$ cat config.mk
export PLATFORM = sky130hd
export DESIGN_NAME = npr_host
export DESIGN_NICKNAME = d
export VERILOG_FILES = /design/src/inc/npr_pkg.sv /design/src/hdl/npr_host.sv /design/src/hdl/npr_sync.sv
export VERILOG_INCLUDE_DIRS = /design/src /design/src/inc
export SDC_FILE = /design/constraint.sdc
export NUM_CORES = 1
export LEC_CHECK = 0
export ABC_AREA = 0
export BUFFER_PORTS_ARGS = -buffer_cell sky130_fd_sc_hd__buf_2
export CAP_MARGIN = 20
export CORE_MARGIN = 1.5
export CORE_UTILIZATION = 45
export CTS_CLUSTER_SIZE = 28
export DETAILED_ROUTE_END_ITERATION = 6
export PLACE_DENSITY = 0.7
export SYNTH_ARGS = -nofsm -noshare
export SYNTH_HDL_FRONTEND = slang
export SYNTH_SLANG_ARGS = --single-unit
$ cat constraint.sdc
create_clock -name i_clk -period 4.7 [get_ports i_clk]
set_input_delay 0.705 -clock i_clk [delete_from_list [all_inputs] [get_ports i_clk]]
set_output_delay 0.705 -clock i_clk [all_outputs]
set_load 0.005 [all_outputs]
$ cat src/inc/npr_params.svh
// constants for the page-pointer host controller: command codes, timing, layout
// assumes a 50 MHz clock; every cycle count except NPR_SYNC_LAT is derived from a time at that rate
//
// Notes on behaviour
// - host holds select high longer than 100 ns to end a sequential read.
// - host builds a bad-block table from factory marks, never erases them; npr_host keeps no table and erases any block it is asked to.
// - on program or erase failure host rewrites elsewhere and retires block; npr_host only reports the failure on o_fail.
// - host corrects single-bit read errors with an ecc, not block swap; npr_host passes read bytes out raw, with no ecc.
// - page read is 00h plus three address cycles.
// - program is 80h, three addresses, data, 10h; no data means no program.
// - erase is 60h, two block-address cycles, then d0h.
`ifndef NPR_PARAMS_SVH
`define NPR_PARAMS_SVH

// command bytes
`define NPR_CMD_AREA_A 8'h00
`define NPR_CMD_AREA_B 8'h01
`define NPR_CMD_AREA_C 8'h50
`define NPR_CMD_LOAD 8'h80
`define NPR_CMD_LOAD_GO 8'h10
`define NPR_CMD_ERASE 8'h60
`define NPR_CMD_ERASE_GO 8'hd0
`define NPR_CMD_STATUS 8'h70
`define NPR_CMD_RESET 8'hff

// layout
`define NPR_BYTE_W 8
`define NPR_PAGE_BYTES 528
`define NPR_ADDR_CYC_PAGE 2'd3
`define NPR_ADDR_CYC_BLOCK 2'd2
`define NPR_ADDR_IDX_COL 2'd0
`define NPR_ADDR_IDX_ROW 2'd1
`define NPR_ST_FAIL_BIT 0
`define NPR_ST_READY_BIT 6

// times as printed, and clock rate
`define NPR_CLK_MHZ 50
`define NPR_T_WP_NS 25
`define NPR_T_WH_NS 15
`define NPR_T_REA_NS 35
`define NPR_T_REH_NS 15
`define NPR_T_WB_NS 100
`define NPR_T_CEH_NS 100
`define NPR_T_WHR_NS 60
`define NPR_T_R_US 7
`define NPR_T_BERS_MS 4
`define NPR_SYNC_LAT 4 // three stages plus the agreement flop

// least times round up to whole cycles
`define NPR_NS_CYC(ns) ((((ns) * `NPR_CLK_MHZ) + 999) / 1000)
`define NPR_WP_CYC `NPR_NS_CYC(`NPR_T_WP_NS)
`define NPR_WH_CYC `NPR_NS_CYC(`NPR_T_WH_NS)
`define NPR_REA_CYC (`NPR_NS_CYC(`NPR_T_REA_NS) + `NPR_SYNC_LAT)
`define NPR_REH_CYC `NPR_NS_CYC(`NPR_T_REH_NS)
`define NPR_WB_CYC (`NPR_NS_CYC(`NPR_T_WB_NS) + `NPR_SYNC_LAT)
`define NPR_CEH_CYC (`NPR_NS_CYC(`NPR_T_CEH_NS) + 1)
`define NPR_WHR_CYC `NPR_NS_CYC(`NPR_T_WHR_NS)
`define NPR_LOAD_CYC (`NPR_T_R_US * `NPR_CLK_MHZ)
`define NPR_BUSY_CYC (`NPR_T_BERS_MS * 1000 * `NPR_CLK_MHZ)

`endif

$ cat src/inc/npr_pkg.sv
// types shared by the page-pointer host controller
// assumes nothing beyond a SystemVerilog compiler
package npr_pkg;

  // operations the user side may request
  typedef enum logic [2:0] {
    NPR_OP_READ,
    NPR_OP_PROG,
    NPR_OP_ERASE,
    NPR_OP_STATUS,
    NPR_OP_RESET
  } npr_op_t;

  // column pointer areas
  typedef enum logic [1:0] {
    NPR_AREA_FIRST,
    NPR_AREA_SECOND,
    NPR_AREA_SPARE
  } npr_area_t;

  // sequencer states
  typedef enum logic [3:0] {
    NPR_S_IDLE,
    NPR_S_CMD,
    NPR_S_ADDR,
    NPR_S_WDATA,
    NPR_S_WB,
    NPR_S_WRDY,
    NPR_S_WHR,
    NPR_S_RDATA,
    NPR_S_CEH
  } npr_state_t;

endpackage

$ cat src/hdl/npr_host.sv
// host controller driving an asynchronous 8-bit page flash over its pins
// assumes a 50 MHz clock, ready_busy_n pulled up outside, io wire resolved outside
`include "npr_params.svh"
module npr_host #(
  parameter int P_LOAD_WAIT = `NPR_LOAD_CYC,
  parameter int P_BUSY_WAIT = `NPR_BUSY_CYC
) (
  // clock and reset
  input wire logic i_clk,
  input wire logic i_rst,
  // operation request
  input wire logic i_op_valid,
  input wire npr_pkg::npr_op_t i_op,
  input wire npr_pkg::npr_area_t i_area,
  input wire logic [23:0] i_addr,
  input wire logic [9:0] i_len,
  output logic o_idle,
  output logic o_done,
  output logic o_timeout,
  output npr_pkg::npr_area_t o_area,
  // write data stream
  input wire logic i_wr_valid,
  input wire logic [7:0] i_wr_data,
  output logic o_wr_ready,
  // read data stream and status
  output logic o_rd_valid,
  output logic [7:0] o_rd_data,
  output logic [7:0] o_status,
  output logic o_fail,
  // flash pins
  output logic o_cle,
  output logic o_ale,
  output logic o_ce_n,
  output logic o_we_n,
  output logic o_output_strobe_n,
  output logic o_wp_n,
  input wire logic [7:0] i_io,
  output logic [7:0] o_io,
  output logic o_io_oe,
  input wire logic i_ready_busy_n
);

  typedef logic [17:0] tmr_t;

  npr_pkg::npr_state_t state_r, state_nxt;
  npr_pkg::npr_op_t op_r, op_nxt;
  npr_pkg::npr_area_t area_r, area_nxt;
  logic [1:0] phase_r, phase_nxt;
  tmr_t tmr_r, tmr_nxt;
  logic [7:0] cmd_r, cmd_nxt;
  logic [23:0] addr_r, addr_nxt;
  logic [1:0] acnt_r, acnt_nxt;
  logic [1:0] aidx_r, aidx_nxt;
  logic [9:0] cnt_r, cnt_nxt;
  logic stat_r, stat_nxt;
  logic cle_nxt, ale_nxt, ce_n_nxt, we_n_nxt, re_n_nxt, oe_nxt;
  logic [7:0] io_nxt, rd_data_nxt, status_nxt;
  logic rd_valid_nxt, done_nxt, timeout_nxt, wr_ready_nxt;

  // synchronised pins
  logic [8:0] pins_s;
  wire logic [7:0] io_s = pins_s[7:0];
  wire logic rdy_s = pins_s[8];

  npr_sync #(.W(9)) u_sync (
    .i_clk(i_clk),
    .i_rst(i_rst),
    .i_d({i_ready_busy_n, i_io}),
    .o_q(pins_s)
  );

  ////////////////////////////////////////////////////////////////////////////
  // decodes and selections
  wire logic tick = (tmr_r == '0);
  wire logic wr_take = o_wr_ready & i_wr_valid;
  wire logic wc_done = (phase_r == 2'd2) & tick;
  wire logic [7:0] abyte = addr_r[aidx_r * `NPR_BYTE_W +: `NPR_BYTE_W];
  wire logic [7:0] wbyte = (state_r == npr_pkg::NPR_S_CMD) ? cmd_r :
                           (state_r == npr_pkg::NPR_S_ADDR) ? abyte : o_io;
  // status and reset may go to a busy device, all others wait for ready
  wire logic op_free = (i_op == npr_pkg::NPR_OP_STATUS) | (i_op == npr_pkg::NPR_OP_RESET);
  wire logic accept = o_idle & i_op_valid & (rdy_s | op_free);
  wire logic [7:0] area_cmd = (i_area == npr_pkg::NPR_AREA_SECOND) ? `NPR_CMD_AREA_B :
                              (i_area == npr_pkg::NPR_AREA_SPARE) ? `NPR_CMD_AREA_C :
                              `NPR_CMD_AREA_A;
  wire logic [7:0] first_cmd = (i_op == npr_pkg::NPR_OP_ERASE) ? `NPR_CMD_ERASE :
                               (i_op == npr_pkg::NPR_OP_STATUS) ? `NPR_CMD_STATUS :
                               (i_op == npr_pkg::NPR_OP_RESET) ? `NPR_CMD_RESET : area_cmd;
  wire logic rdy_go = rdy_s | tick;

  ////////////////////////////////////////////////////////////////////////////
  // sequencer next state
  always_comb begin
    state_nxt = state_r;
    op_nxt = op_r;
    area_nxt = area_r;
    phase_nxt = phase_r;
    tmr_nxt = tick ? tmr_r : tmr_r - tmr_t'(1);
    cmd_nxt = cmd_r;
    addr_nxt = addr_r;
    acnt_nxt = acnt_r;
    aidx_nxt = aidx_r;
    cnt_nxt = cnt_r;
    stat_nxt = stat_r;
    cle_nxt = o_cle;
    ale_nxt = o_ale;
    ce_n_nxt = o_ce_n;
    we_n_nxt = o_we_n;
    re_n_nxt = o_output_strobe_n;
    oe_nxt = o_io_oe;
    io_nxt = o_io;
    rd_data_nxt = o_rd_data;
    status_nxt = o_status;
    rd_valid_nxt = 1'b0;
    done_nxt = 1'b0;
    timeout_nxt = o_timeout;
    wr_ready_nxt = 1'b0;
    unique case (state_r)
      npr_pkg::NPR_S_IDLE: begin
        if (accept) begin
          op_nxt = i_op;
          addr_nxt = i_addr;
          cnt_nxt = i_len;
          cmd_nxt = first_cmd;
          timeout_nxt = 1'b0;
          stat_nxt = 1'b0;
          ce_n_nxt = 1'b0;
          phase_nxt = 2'd0;
          tmr_nxt = '0;
          state_nxt = npr_pkg::NPR_S_CMD;
          if (i_op == npr_pkg::NPR_OP_READ || i_op == npr_pkg::NPR_OP_PROG) begin
            area_nxt = i_area;
          end
        end
      end
      npr_pkg::NPR_S_CMD, npr_pkg::NPR_S_ADDR, npr_pkg::NPR_S_WDATA: begin
        // one write cycle: drive byte and strobe low together, strobe high, hold then release
        if (phase_r == 2'd0) begin
          if (state_r != npr_pkg::NPR_S_WDATA || wr_take) begin
            io_nxt = (state_r == npr_pkg::NPR_S_WDATA) ? i_wr_data : wbyte;
            oe_nxt = 1'b1;
            cle_nxt = (state_r == npr_pkg::NPR_S_CMD);
            ale_nxt = (state_r == npr_pkg::NPR_S_ADDR);
            we_n_nxt = 1'b0;
            tmr_nxt = tmr_t'(`NPR_WP_CYC - 1);
            phase_nxt = 2'd1;
          end else begin
            wr_ready_nxt = 1'b1;
          end
        end else if (phase_r == 2'd1 && tick) begin
          we_n_nxt = 1'b1;
          tmr_nxt = tmr_t'(`NPR_WH_CYC - 1);
          phase_nxt = 2'd2;
        end else if (wc_done) begin
          cle_nxt = 1'b0;
          ale_nxt = 1'b0;
          oe_nxt = 1'b0;
          phase_nxt = 2'd0;
          if (state_r == npr_pkg::NPR_S_CMD) begin
            unique case (cmd_r)
              `NPR_CMD_LOAD: begin
                acnt_nxt = `NPR_ADDR_CYC_PAGE;
                aidx_nxt = `NPR_ADDR_IDX_COL;
                state_nxt = npr_pkg::NPR_S_ADDR;
              end
              `NPR_CMD_ERASE: begin
                acnt_nxt = `NPR_ADDR_CYC_BLOCK;
                aidx_nxt = `NPR_ADDR_IDX_ROW;
                state_nxt = npr_pkg::NPR_S_ADDR;
              end
              `NPR_CMD_LOAD_GO, `NPR_CMD_ERASE_GO, `NPR_CMD_RESET: begin
                tmr_nxt = tmr_t'(`NPR_WB_CYC - 1);
                state_nxt = npr_pkg::NPR_S_WB;
              end
              `NPR_CMD_STATUS: begin
                tmr_nxt = tmr_t'(`NPR_WHR_CYC - 1);
                state_nxt = npr_pkg::NPR_S_WHR;
              end
              default: begin
                // pointer byte sent; program follows it with the load command
                if (op_r == npr_pkg::NPR_OP_PROG) begin
                  cmd_nxt = `NPR_CMD_LOAD;
                end else begin
                  acnt_nxt = `NPR_ADDR_CYC_PAGE;
                  aidx_nxt = `NPR_ADDR_IDX_COL;
                  state_nxt = npr_pkg::NPR_S_ADDR;
                end
              end
            endcase
          end else if (state_r == npr_pkg::NPR_S_ADDR) begin
            acnt_nxt = acnt_r - 2'd1;
            aidx_nxt = aidx_r + 2'd1;
            if (acnt_r == 2'd1) begin
              if (op_r == npr_pkg::NPR_OP_READ) begin
                tmr_nxt = tmr_t'(`NPR_WB_CYC - 1);
                state_nxt = npr_pkg::NPR_S_WB;
              end else if (op_r == npr_pkg::NPR_OP_ERASE) begin
                cmd_nxt = `NPR_CMD_ERASE_GO;
                state_nxt = npr_pkg::NPR_S_CMD;
              end else if (cnt_r == '0) begin
                ce_n_nxt = 1'b1;
                tmr_nxt = tmr_t'(`NPR_CEH_CYC - 1);
                state_nxt = npr_pkg::NPR_S_CEH;
              end else begin
                state_nxt = npr_pkg::NPR_S_WDATA;
              end
            end
          end else begin
            cnt_nxt = cnt_r - 10'd1;
            if (cnt_r == 10'd1) begin
              cmd_nxt = `NPR_CMD_LOAD_GO;
              state_nxt = npr_pkg::NPR_S_CMD;
            end
          end
        end
      end
      npr_pkg::NPR_S_WB: begin
        // busy may take up to this long to show
        if (tick) begin
          tmr_nxt = (op_r == npr_pkg::NPR_OP_READ) ? tmr_t'(P_LOAD_WAIT - 1) :
                    tmr_t'(P_BUSY_WAIT - 1);
          state_nxt = npr_pkg::NPR_S_WRDY;
        end
      end
      npr_pkg::NPR_S_WRDY: begin
        if (rdy_go) begin
          timeout_nxt = ~rdy_s;
          phase_nxt = 2'd0;
          tmr_nxt = '0;
          if (op_r == npr_pkg::NPR_OP_READ) begin
            state_nxt = (cnt_r == '0) ? npr_pkg::NPR_S_CEH : npr_pkg::NPR_S_RDATA;
            ce_n_nxt = (cnt_r == '0);
          end else if (op_r == npr_pkg::NPR_OP_RESET) begin
            // reset puts pointer in first half
            area_nxt = npr_pkg::NPR_AREA_FIRST;
            ce_n_nxt = 1'b1;
            tmr_nxt = tmr_t'(`NPR_CEH_CYC - 1);
            state_nxt = npr_pkg::NPR_S_CEH;
          end else begin
            if (area_r != npr_pkg::NPR_AREA_SPARE) begin
              area_nxt = npr_pkg::NPR_AREA_FIRST;
            end
            cmd_nxt = `NPR_CMD_STATUS;
            state_nxt = npr_pkg::NPR_S_CMD;
          end
        end
      end
      npr_pkg::NPR_S_WHR: begin
        if (tick) begin
          cnt_nxt = 10'd1;
          stat_nxt = 1'b1;
          phase_nxt = 2'd0;
          state_nxt = npr_pkg::NPR_S_RDATA;
        end
      end
      npr_pkg::NPR_S_RDATA: begin
        if (phase_r == 2'd0) begin
          re_n_nxt = 1'b0;
          // sample after access time plus sync delay
          tmr_nxt = tmr_t'(`NPR_REA_CYC - 1);
          phase_nxt = 2'd1;
        end else if (phase_r == 2'd1 && tick) begin
          re_n_nxt = 1'b1;
          tmr_nxt = tmr_t'(`NPR_REH_CYC - 1);
          phase_nxt = 2'd2;
          if (stat_r) begin
            status_nxt = io_s;
          end else begin
            // raw bytes for ecc and mark scan
            rd_data_nxt = io_s;
            rd_valid_nxt = 1'b1;
          end
        end else if (wc_done) begin
          cnt_nxt = cnt_r - 10'd1;
          phase_nxt = 2'd0;
          if (cnt_r == 10'd1) begin
            ce_n_nxt = 1'b1;
            tmr_nxt = tmr_t'(`NPR_CEH_CYC - 1);
            state_nxt = npr_pkg::NPR_S_CEH;
          end
        end
      end
      npr_pkg::NPR_S_CEH: begin
        if (tick) begin
          done_nxt = 1'b1;
          state_nxt = npr_pkg::NPR_S_IDLE;
          if (area_r == npr_pkg::NPR_AREA_SECOND) begin
            area_nxt = npr_pkg::NPR_AREA_FIRST;
          end
        end
      end
      default: begin
        state_nxt = npr_pkg::NPR_S_IDLE;
      end
    endcase
  end

  ////////////////////////////////////////////////////////////////////////////
  // sequencer and bookkeeping registers
  always_ff @(posedge i_clk) begin
    if (i_rst) begin
      state_r <= npr_pkg::NPR_S_IDLE;
      op_r <= npr_pkg::NPR_OP_READ;
      phase_r <= 2'd0;
      tmr_r <= '0;
      cmd_r <= `NPR_CMD_AREA_A;
      addr_r <= '0;
      acnt_r <= 2'd0;
      aidx_r <= 2'd0;
      cnt_r <= '0;
      stat_r <= 1'b0;
    end else begin
      state_r <= state_nxt;
      op_r <= op_nxt;
      phase_r <= phase_nxt;
      tmr_r <= tmr_nxt;
      cmd_r <= cmd_nxt;
      addr_r <= addr_nxt;
      acnt_r <= acnt_nxt;
      aidx_r <= aidx_nxt;
      cnt_r <= cnt_nxt;
      stat_r <= stat_nxt;
    end
  end

  // pin registers, idle level after reset
  always_ff @(posedge i_clk) begin
    if (i_rst) begin
      o_cle <= 1'b0;
      o_ale <= 1'b0;
      o_ce_n <= 1'b1;
      o_we_n <= 1'b1;
      o_output_strobe_n <= 1'b1;
      o_wp_n <= 1'b0;
      o_io <= '0;
      o_io_oe <= 1'b0;
    end else begin
      o_cle <= cle_nxt;
      o_ale <= ale_nxt;
      o_ce_n <= ce_n_nxt;
      o_we_n <= we_n_nxt;
      o_output_strobe_n <= re_n_nxt;
      o_wp_n <= 1'b1;
      o_io <= io_nxt;
      o_io_oe <= oe_nxt;
    end
  end

  // user-side registers
  always_ff @(posedge i_clk) begin
    if (i_rst) begin
      area_r <= npr_pkg::NPR_AREA_FIRST;
      o_idle <= 1'b0;
      o_done <= 1'b0;
      o_timeout <= 1'b0;
      o_wr_ready <= 1'b0;
      o_rd_valid <= 1'b0;
      o_rd_data <= '0;
      o_status <= '0;
    end else begin
      area_r <= area_nxt;
      o_idle <= (state_nxt == npr_pkg::NPR_S_IDLE);
      o_done <= done_nxt;
      o_timeout <= timeout_nxt;
      o_wr_ready <= wr_ready_nxt;
      o_rd_valid <= rd_valid_nxt;
      o_rd_data <= rd_data_nxt;
      o_status <= status_nxt;
    end
  end

  assign o_fail = o_status[`NPR_ST_FAIL_BIT];
  assign o_area = area_r;

endmodule

$ cat src/hdl/npr_sync.sv
// three-stage input synchroniser for pins from outside the clock domain
// assumes a single clock; a bit changes once the second and third stages agree
module npr_sync #(
  parameter int W = 1
) (
  // clock and reset
  input wire logic i_clk,
  input wire logic i_rst,
  // asynchronous pins in, clean levels out
  input wire logic [W-1:0] i_d,
  output logic [W-1:0] o_q
);

  logic [W-1:0] s1_r;
  logic [W-1:0] s2_r;
  logic [W-1:0] s3_r;

  // shift chain; first stage feeds only the second
  always_ff @(posedge i_clk) begin
    if (i_rst) begin
      s1_r <= '0;
      s2_r <= '0;
      s3_r <= '0;
    end else begin
      s1_r <= i_d;
      s2_r <= s1_r;
      s3_r <= s2_r;
    end
  end

  // per bit: accept a change once stages two and three agree
  for (genvar g = 0; g < W; g++) begin : g_bit
    always_ff @(posedge i_clk) begin
      if (i_rst) begin
        o_q[g] <= 1'b0;
      end else if (s2_r[g] == s3_r[g]) begin
        o_q[g] <= s3_r[g];
      end
    end
  end

endmodule

==> metrics.txt, run 1 <==
synthesized area 7217 um2; largest net degree at the start of global routing 60; first-pass GRT wire length 32.11 mm; PnR Total Power 3.476 mW; vias in the first global route 6377; ranking of synthesized cells by area dfxtp_1 (40%), a21oi_1 (7.9%), nand2_1 (7.9%); First DRT Iteration DRCs 567; worst path cell trace inv_1 -> ha_1 -> or3b_2 -> nor4_1 -> nand2_1 -> o21a_1 -> a311oi_1 -> o2111ai_1 -> nor4_1; Post-Synth Adder-Cell Area 0.01196; Startpoint Class register; endpoint class of the critical path register; crit path kind register to register; Period minus WS final 3.384 ns; initial antenna violation count 0; # Post-CTS Setup Buffers 0; # H-tree levels 4; clk slew on worst S/H paths 0.07 ns; DP HPWL 13.98 mm; Starting Density 0.4576; layout cells sized above 1 0.1609; FP Rows 46; maximum clock insertion buffer count 2; DIE HEIGHT 129.6 um; crit-path most repeated cell nor4_1; TritonCTS Buffers 17; multiplexer share of the synthesized area 0.03207; worst skew pair latency 0.43 ns; Fillers 1559; Worst Path Required 5.00 ns; Post-Synth Simple-Gate Area 0.2770; Avg WL per Cell 16.30 um; Peak VDD IR 0.2618 mV; cts hold-fix bufs 0; # IOs 99; cts repair resizes 0; RSZ-0062 raised after global routing no; All-Layer GR Usage 0.2419; IO buf count 98; Die W 129.6 um; largest family of logic cells by synthesized area simple AND/OR/NAND/NOR gates; grt total ovfl 0; yosys warns 0; outcome finished clean; Hold Crit Class register to register; Leakage 3.115 nW; Worst path max stage delay 0.49 ns; Slew HR 0.2685; DRC viols 0; Antenna Cells 0; area share of the largest cell type after synthesis 0.4050; DR vias/cell 5.672; maxcap violations 0; routed vias 6937; CTS tree built; pwr/cell area 415.4 nW/um2; ys flop type dfxtp_1; crit path max fanout 13; CTS Root Cell clkbuf_16; slowest CP cell or3b_2; # setup viols final 0; TritonCTS Sinks 146; Yosys top cell by area dfxtp_1; worst-margin pin slew 1.083 ns; Seq/Total Area, Yosys 0.4050; Area Overhead vs Synth 15.95%; Syn Inst Count 933; Syn Area/Cell 7.735 um2; post-synthesis sequential element count 146; final worst path period share 0.7201; number of synthesized flops with an enable pin 0; Syn Nets 999; DRT antenna net count 0; Total Wirelength 19.94 mm; Final Wtd Congestion 0.9589; asr flop ratio synth 0; post-synthesis cell type count 75; net count reported at finish 1060; Max Clock Skew 0.01387 ns; First-pass DRT Iterations 5; final count of hold timing violations 0; core area 15770 um2; Slew Viols, Final 0; fmax 295.5 MHz; compound-gate portion of the synthesized area 0.2143; xor/xnor share of the synthesized area 0.01456; die area 16810 um2; CP Data Arrival Time 3.68 ns; total negative setup slack 0 ns
-- per-stage QoR --
stage	setup slack [ns]	instance area, um2	instances	util	hold WS (ns)
final	1.316	8368	1223	0.5306	0.4368
after global routing	1.042	8368	1223	0.5306	0.4651
after CTS	1.369	8338	1221	0.5287	0.4370
after detailed placement	1.423	7762	1189	0.4922	0.4204
after global placement	1.362	7762	1189	0.4922	0.4187
after floorplan	2.021	7217	933	-	0.4138
-- cells in the mapped netlist (5+ instances only) --
cell type and number:
a211oi_1 24, a21oi_1 114, a31oi_1 8, and3_1 6
buf_1 6, clkbuf_1 53, dfxtp_1 146, ha_1 6
inv_1 14, mux2i_1 22, nand2_1 152, nand2b_1 9
nand3_1 29, nor2_1 83, nor2b_1 39, nor3_1 35
nor4_1 12, o211ai_1 5, o21ai_0 45, o22ai_1 8
or2_2 5, or3_1 6, xnor2_1 5, xor2_1 7
-- final cells by class --
| type | count | area (um2) | share of cell area |
|---|---|---|---|
| sequential | 146 | 2923 | 0.3493 |
| inverter | 14 | 52.55 | 0.006280 |
| clock buffer | 18 | 439.2 | 0.05248 |
| clock inverter | 14 | 136.4 | 0.01630 |
| multi-input combinational | 708 | 3971 | 0.4746 |
| timing repair buffer | 107 | 575.6 | 0.06878 |
| tap | 216 | 270.3 | 0.03230 |
-- cell usage in the layout (no fill, tap or decap), drive strengths merged, types with 13 or more instances in the layout --
cell type  synthesis  layout
nor2              83      83
dfxtp            146     146
a21oi            114     114
clkbuf            53      18
inv               14      22
nand2            152     152
nand3             29      29
o21ai             46      46
nor2b             39      39
nor4              13      13
a211oi            24      24
buf               12     107
nor3              37      37
mux2i             22      22
-- cells by family after synthesis --
logic type / Yosys count
AND/OR/NAND/NOR: 413
AO/OA/AOI/OAI: 253
flip-flops: 146
buffers and inverters: 79
multiplexers: 23
XOR/XNOR: 12
adder cells (fa/ha/maj): 7
-- final timing paths --
kind	slack (ns)	startpoint	to	depth (start not counted)
min	0.44	u_sync.s1_r[1]	u_sync.s2_r[1]	1
max reg2reg	1.32	tmr_r[0]	o_idle	9
min reg2reg	0.44	u_sync.s1_r[1]	u_sync.s2_r[1]	1
max	1.32	tmr_r[0]	o_idle	9
-- critical path: cells and delay by family (launching register included) --
family / cells / cell delay (ns)
simple gates: 4 / 1.75
compound gates: 3 / 0.88
fa+ha+maj: 1 / 0.18
flops: 1 / 0.33
buf+inv: 1 / 0.10
-- state kept, by name, summed over array words and instances (netlist names), 3 cells and up --
register / cells
addr_r: 24
cmd_r: 6
cnt_r: 10
o_io: 8
o_rd_data: 8
o_status: 8
op_r: 3
state_r: 4
tmr_r: 18
u_sync.o_q: 9
u_sync.s1_r: 9
u_sync.s2_r: 9
u_sync.s3_r: 9
-- where the power goes --
group          leakage, nW  switching [mW]  total, mW  internal, mW
Sequential            1.19          0.0808       1.39          1.31
Clock                0.275           0.596       1.31         0.715
Combinational         1.65           0.466      0.771         0.305
-- per-layer routing --
layer | wire, um | share of wire | track usage
met1 | 8975 | 0.45 | 0.3201
met3 | 1304 | 0.065 | 0.05491
met5 | 0 | 0 | 0
met2 | 9174 | 0.46 | 0.3816
met4 | 482 | 0.024 | 0.09869
Note: power is estimated with default switching activity, not from simulation.
==> inputs of run 2 (changes only) <==
--- a/config.mk
+++ b/config.mk
@@ -13,7 +13,7 @@
 export CORE_UTILIZATION = 45
 export CTS_CLUSTER_SIZE = 28
 export DETAILED_ROUTE_END_ITERATION = 6
-export PLACE_DENSITY = 0.7
+export PLACE_DENSITY = 0.72
 export SYNTH_ARGS = -nofsm -noshare
 export SYNTH_HDL_FRONTEND = slang
 export SYNTH_SLANG_ARGS = --single-unit
==> constraint.sdc (replaced) <==
create_clock -name i_clk -period 3 [get_ports i_clk]
set_input_delay 0.45 -clock i_clk [delete_from_list [all_inputs] [get_ports i_clk]]
set_output_delay 0.45 -clock i_clk [all_outputs]
set_load 0.005 [all_outputs]
==> metrics.txt, run 2 (synthesis results as in run 1) <==
outcome finished clean; Startpoint Class register; crit path kind register to register; TritonCTS Sinks 146; commonest non-fill, non-tap cell in the layout nand2_1; die area 16810 um2; net count reported at finish 1102; Peak VDD IR 0.4736 mV; maximum clock insertion buffer count 2; Avg WL per Cell 16.00 um; critical path startpoint tmr_r[14]; pwr/cell area 650.4 nW/um2; R2R Setup Slk 0.13 ns; Worst path max stage delay 0.67 ns; cts hold-fix bufs 0; Period minus WS final 2.872 ns; slowest CP cell or4_1; worst path cell trace or4_1 -> nor4b_1 -> buf_4 -> and2_4 -> buf_4 -> nand2_1 -> or4_1 -> nand2_1 -> a21oi_1; Final Wtd Congestion 0.9400; # H-tree levels 4; first-pass GRT wire length 32.24 mm; RSZ-0062 raised after global routing no; worst skew pair latency 0.44 ns; First DRT Iteration DRCs 570; final count of hold timing violations 0; Die W 129.6 um; reg2reg path depth 9; CTS Root Cell clkbuf_16; final worst path period share 0.9574; fmax 348.2 MHz; Area Overhead vs Synth 20.89%; Antenna Cells 0; IO buf count 98; largest net degree at the start of global routing 116; endpoint class of the critical path register; DRC viols 0; Largest regs addr_r: 24 flops, tmr_r: 18 flops, cnt_r: 10 flops; final hold slack 0.2140 ns; Total Wirelength 20.24 mm; clk slew on worst S/H paths 0.07 ns; Critical path destination o_rd_data[4]; Slew HR 0.3162; r2r startpoint tmr_r[14]; grt total ovfl 0; FP Rows 46; layout cells sized above 1 0.1983; Starting Density 0.4576; vias in the first global route 6519; Hold Crit Class input pin to register; maxcap violations 0; # setup viols final 0; DIE HEIGHT 129.6 um; All-Layer GR Usage 0.2434; initial antenna violation count 0; core area 15770 um2; TritonCTS Buffers 17; Max Clock Skew 0.01218 ns; routed vias 7148; commonest non-fill, non-tap cells in the layout nand2_1 (152), dfxtp_1 (146), a21oi_1 (114), buf_2 (97), nor2_1 (81); # IOs 99; CTS tree built; Reg-to-Reg End o_rd_data[4]; total negative setup slack 0 ns; worst-margin pin slew 1.013 ns; Leakage 3.338 nW; max FFs per register 24; First-pass DRT Iterations 5; crit path max fanout 12; Worst Path Required 3.31 ns; Slew Viols, Final 0; CP Data Arrival Time 3.18 ns; DP HPWL 14.30 mm; DRT antenna net count 0; DR vias/cell 5.651; Biggest register addr_r
-- run 2: cell types whose count changed in the layout (fill, tap and decap cells not counted), sizes merged --
cell,change
inv,+1
clkinvlp,-2
buf,+42
bufinv,+1
-- run 2: layout make-up --
type,instances,area [um2]
Clock buffer,18,439.2
Fill cell,1530,7046
Inverter,14,52.55
Tap cell,216,270.3
Sequential cell,146,2923
Clock inverter,14,160.2
Timing Repair Buffer,149,888.4
Multi-Input combinational cell,708,3991
-- run 2: timing repair --
item	in CTS	in global routing
buffers inserted	0	0
endpoints found under the setup margin	0	6
resized for setup	0	5
endpoints found under the hold margin	0	0
-- run 2: worst min-delay path by stage --
stage | start | endpoint | cells past startpoint
after floorplan | u_sync.s1_r[0] | u_sync.s2_r[0] | 1
after global placement | u_sync.s1_r[5] | u_sync.s2_r[5] | 1
after detailed placement | u_sync.s1_r[2] | u_sync.s2_r[2] | 1
after CTS | i_io[2] | u_sync.s1_r[2] | 2
after global routing | i_io[2] | u_sync.s1_r[2] | 2
final | i_io[5] | u_sync.s1_r[5] | 2
-- run 2: critical path: cells and delay by family, from the launching register on --
kind / cells / cell delay, ns
buf+inv: 2 / 0.38
flops: 1 / 0.32
compound gates: 1 / 0.07
simple gates: 6 / 1.98
-- run 2: metal layers --
metal / vias to the layer above / track usage / part of all wire
li1: 3520 / - / -
met1: 3311 / 0.3193 / 0.45
met2: 276 / 0.3850 / 0.47
met3: 41 / 0.05822 / 0.065
met4: 0 / 0.1000 / 0.021
met5: - / 0 / 0
-- run 2: where the power goes --
group	total [mW]	internal, mW	switching (mW)
Combinational	1.33	0.567	0.759
Sequential	2.17	2.06	0.114
Clock	2.18	1.21	0.967
Total	5.67	3.83	1.84
-- run 2: metrics by stage --
| stage | total power, mW | instance area [um2] | setup slack [ns] | instances | utilization |
|---|---|---|---|---|---|
| 2_1_floorplan | 3.155 | 7217 | 0.3213 | 933 | - |
| 3_3_place_gp | 3.484 | 8105 | 0.2779 | 1233 | 0.5140 |
| 3_5_place_dp | 3.508 | 8105 | 0.1943 | 1233 | 0.5140 |
| 4_1_cts | 5.675 | 8705 | 0.1574 | 1265 | 0.5520 |
| 5_1_grt | 5.935 | 8725 | 0.002464 | 1265 | 0.5532 |
| 6_report | 5.675 | 8725 | 0.1278 | 1265 | 0.5532 |
==> inputs of run 3 (changes only) <==
--- a/config.mk
+++ b/config.mk
@@ -13,7 +13,7 @@
 export CORE_UTILIZATION = 45
 export CTS_CLUSTER_SIZE = 28
 export DETAILED_ROUTE_END_ITERATION = 6
-export PLACE_DENSITY = 0.72
+export PLACE_DENSITY = 0.7
 export SYNTH_ARGS = -nofsm -noshare
 export SYNTH_HDL_FRONTEND = slang
 export SYNTH_SLANG_ARGS = --single-unit
==> constraint.sdc (replaced) <==
create_clock -name i_clk -period 3.3 [get_ports i_clk]
set_input_delay 0.495 -clock i_clk [delete_from_list [all_inputs] [get_ports i_clk]]
set_output_delay 0.495 -clock i_clk [all_outputs]
set_load 0.005 [all_outputs]
==> metrics.txt, run 3 (synthesis results as in run 1) <==
outcome finished clean; cts hold-fix bufs 0; final count of hold timing violations 0; commonest non-fill, non-tap cells in the layout nand2_1 (152), dfxtp_1 (146), a21oi_1 (114), buf_2 (97), nor2_1 (82); DR vias/cell 5.619; final core occ 0.5448; largest net degree at the start of global routing 67; Starting Density 0.4576; grt total ovfl 0; TritonCTS Buffers 17; Leakage 3.269 nW; TritonCTS Sinks 146; # H-tree levels 4; final hold slack 0.2648 ns; clk slew on worst S/H paths 0.07 ns; Largest regs addr_r: 24 flops, tmr_r: 18 flops, cnt_r: 10 flops; CP Data Arrival Time 3.33 ns; crit path kind register to register; final worst path period share 0.9016; DIE HEIGHT 129.6 um; Avg WL per Cell 15.85 um; routed vias 7041; Slew HR 0.3798; maxcap violations 0; DP Worst Slack 0.2359 ns; first-pass GRT wire length 32.25 mm; Biggest register addr_r; core area 15770 um2; endpoint class of the critical path register; pwr/cell area 581.4 nW/um2; First DRT Iteration DRCs 602; worst skew pair latency 0.43 ns; Max Clock Skew 0.009427 ns; reg2reg path depth 7; total negative setup slack 0 ns; Period minus WS final 2.975 ns; IO buf count 98; CTS tree built; final worst slack 0.3248 ns; layout cells sized above 1 0.1871; # setup viols final 0; fin area 8592 um2; crit path max fanout 21; Final Wtd Congestion 0.9955; DP HPWL 14.13 mm; commonest non-fill, non-tap cell in the layout nand2_1; Antenna Cells 0; Hold Path Depth 2; Hold Crit Class input pin to register; DRC viols 0; Slew Viols, Final 0; Worst Path Required 3.65 ns; Startpoint Class register; Total Wirelength 19.86 mm; max FFs per register 24; die area 16810 um2; net count reported at finish 1090; # IOs 99; RSZ-0062 raised after global routing no; fmax 336.1 MHz; All-Layer GR Usage 0.2438; Die W 129.6 um; vias in the first global route 6244; Area Overhead vs Synth 19.05%; First-pass DRT Iterations 5; maximum clock insertion buffer count 2; worst-margin pin slew 0.9186 ns; FP Rows 46; CTS Root Cell clkbuf_16; Peak VDD IR 0.3706 mV; DRT antenna net count 0; placed inst area 8009 um2; initial antenna violation count 0
-- run 3: changes by cell type in the layout (fill, tap and decap cells not counted), sizes merged --
cell    before  now
inv         23   22
clkinv       3    5
buf        149  137
bufinv       1    0
-- run 3: through the flow --
stage	instances	power, mW
detailed placement	1221	3.133
finish	1253	4.996
floorplan	933	2.869
global placement	1221	3.121
CTS	1253	5.004
global route	1253	5.265
-- run 3: per-layer routing --
layer	vias up	wire [um]	global-route usage
li1	3500	-	-
met1	3252	8923	0.3338
met2	239	9139	0.3679
met3	50	1260	0.05780
met4	0	537	0.1026
met5	-	0	0
-- run 3: worst max-delay path: stages (launching register included) --
cell	delay [ns]
dfxtp_1	0.39
or4_4	0.59
nor3_4	0.38
and2_4	0.38
o22ai_1	0.20
or4_4	0.59
or2_1	0.24
a21oi_1	0.14
-- run 3: layout make-up --
| cell class | count | area, um2 |
|---|---|---|
| inverter | 14 | 52.55 |
| sequential | 146 | 2923 |
| tap | 216 | 270.3 |
| multi-input combinational | 708 | 3984 |
| fill | 1555 | 7178 |
| clock buffer | 18 | 439.2 |
| clock inverter | 14 | 137.6 |
| timing repair buffer | 137 | 785.8 |
-- run 3: worst paths after layout --
check	from	end	slack, ns
worst min-delay path	i_io[1]	u_sync.s1_r[1]	0.26
worst min register to register	u_sync.s1_r[8]	u_sync.s2_r[8]	0.44
worst max-delay path	tmr_r[2]	o_area[0]	0.32
worst max register to register	tmr_r[2]	o_area[0]	0.32
-- run 3: power breakdown --
group,leakage (nW),internal (mW),total [mW],switching [mW]
clock network,0.284,1.02,1.87,0.852
logic,1.80,0.473,1.14,0.671
registers,1.19,1.87,1.98,0.108
total,3.27,3.36,5.00,1.63
-- run 3: repair_timing --
action                                  4_1_cts  5_1_grt
buffers inserted                              0        0
resized for setup                             0        1
endpoints found under the setup margin        0        2
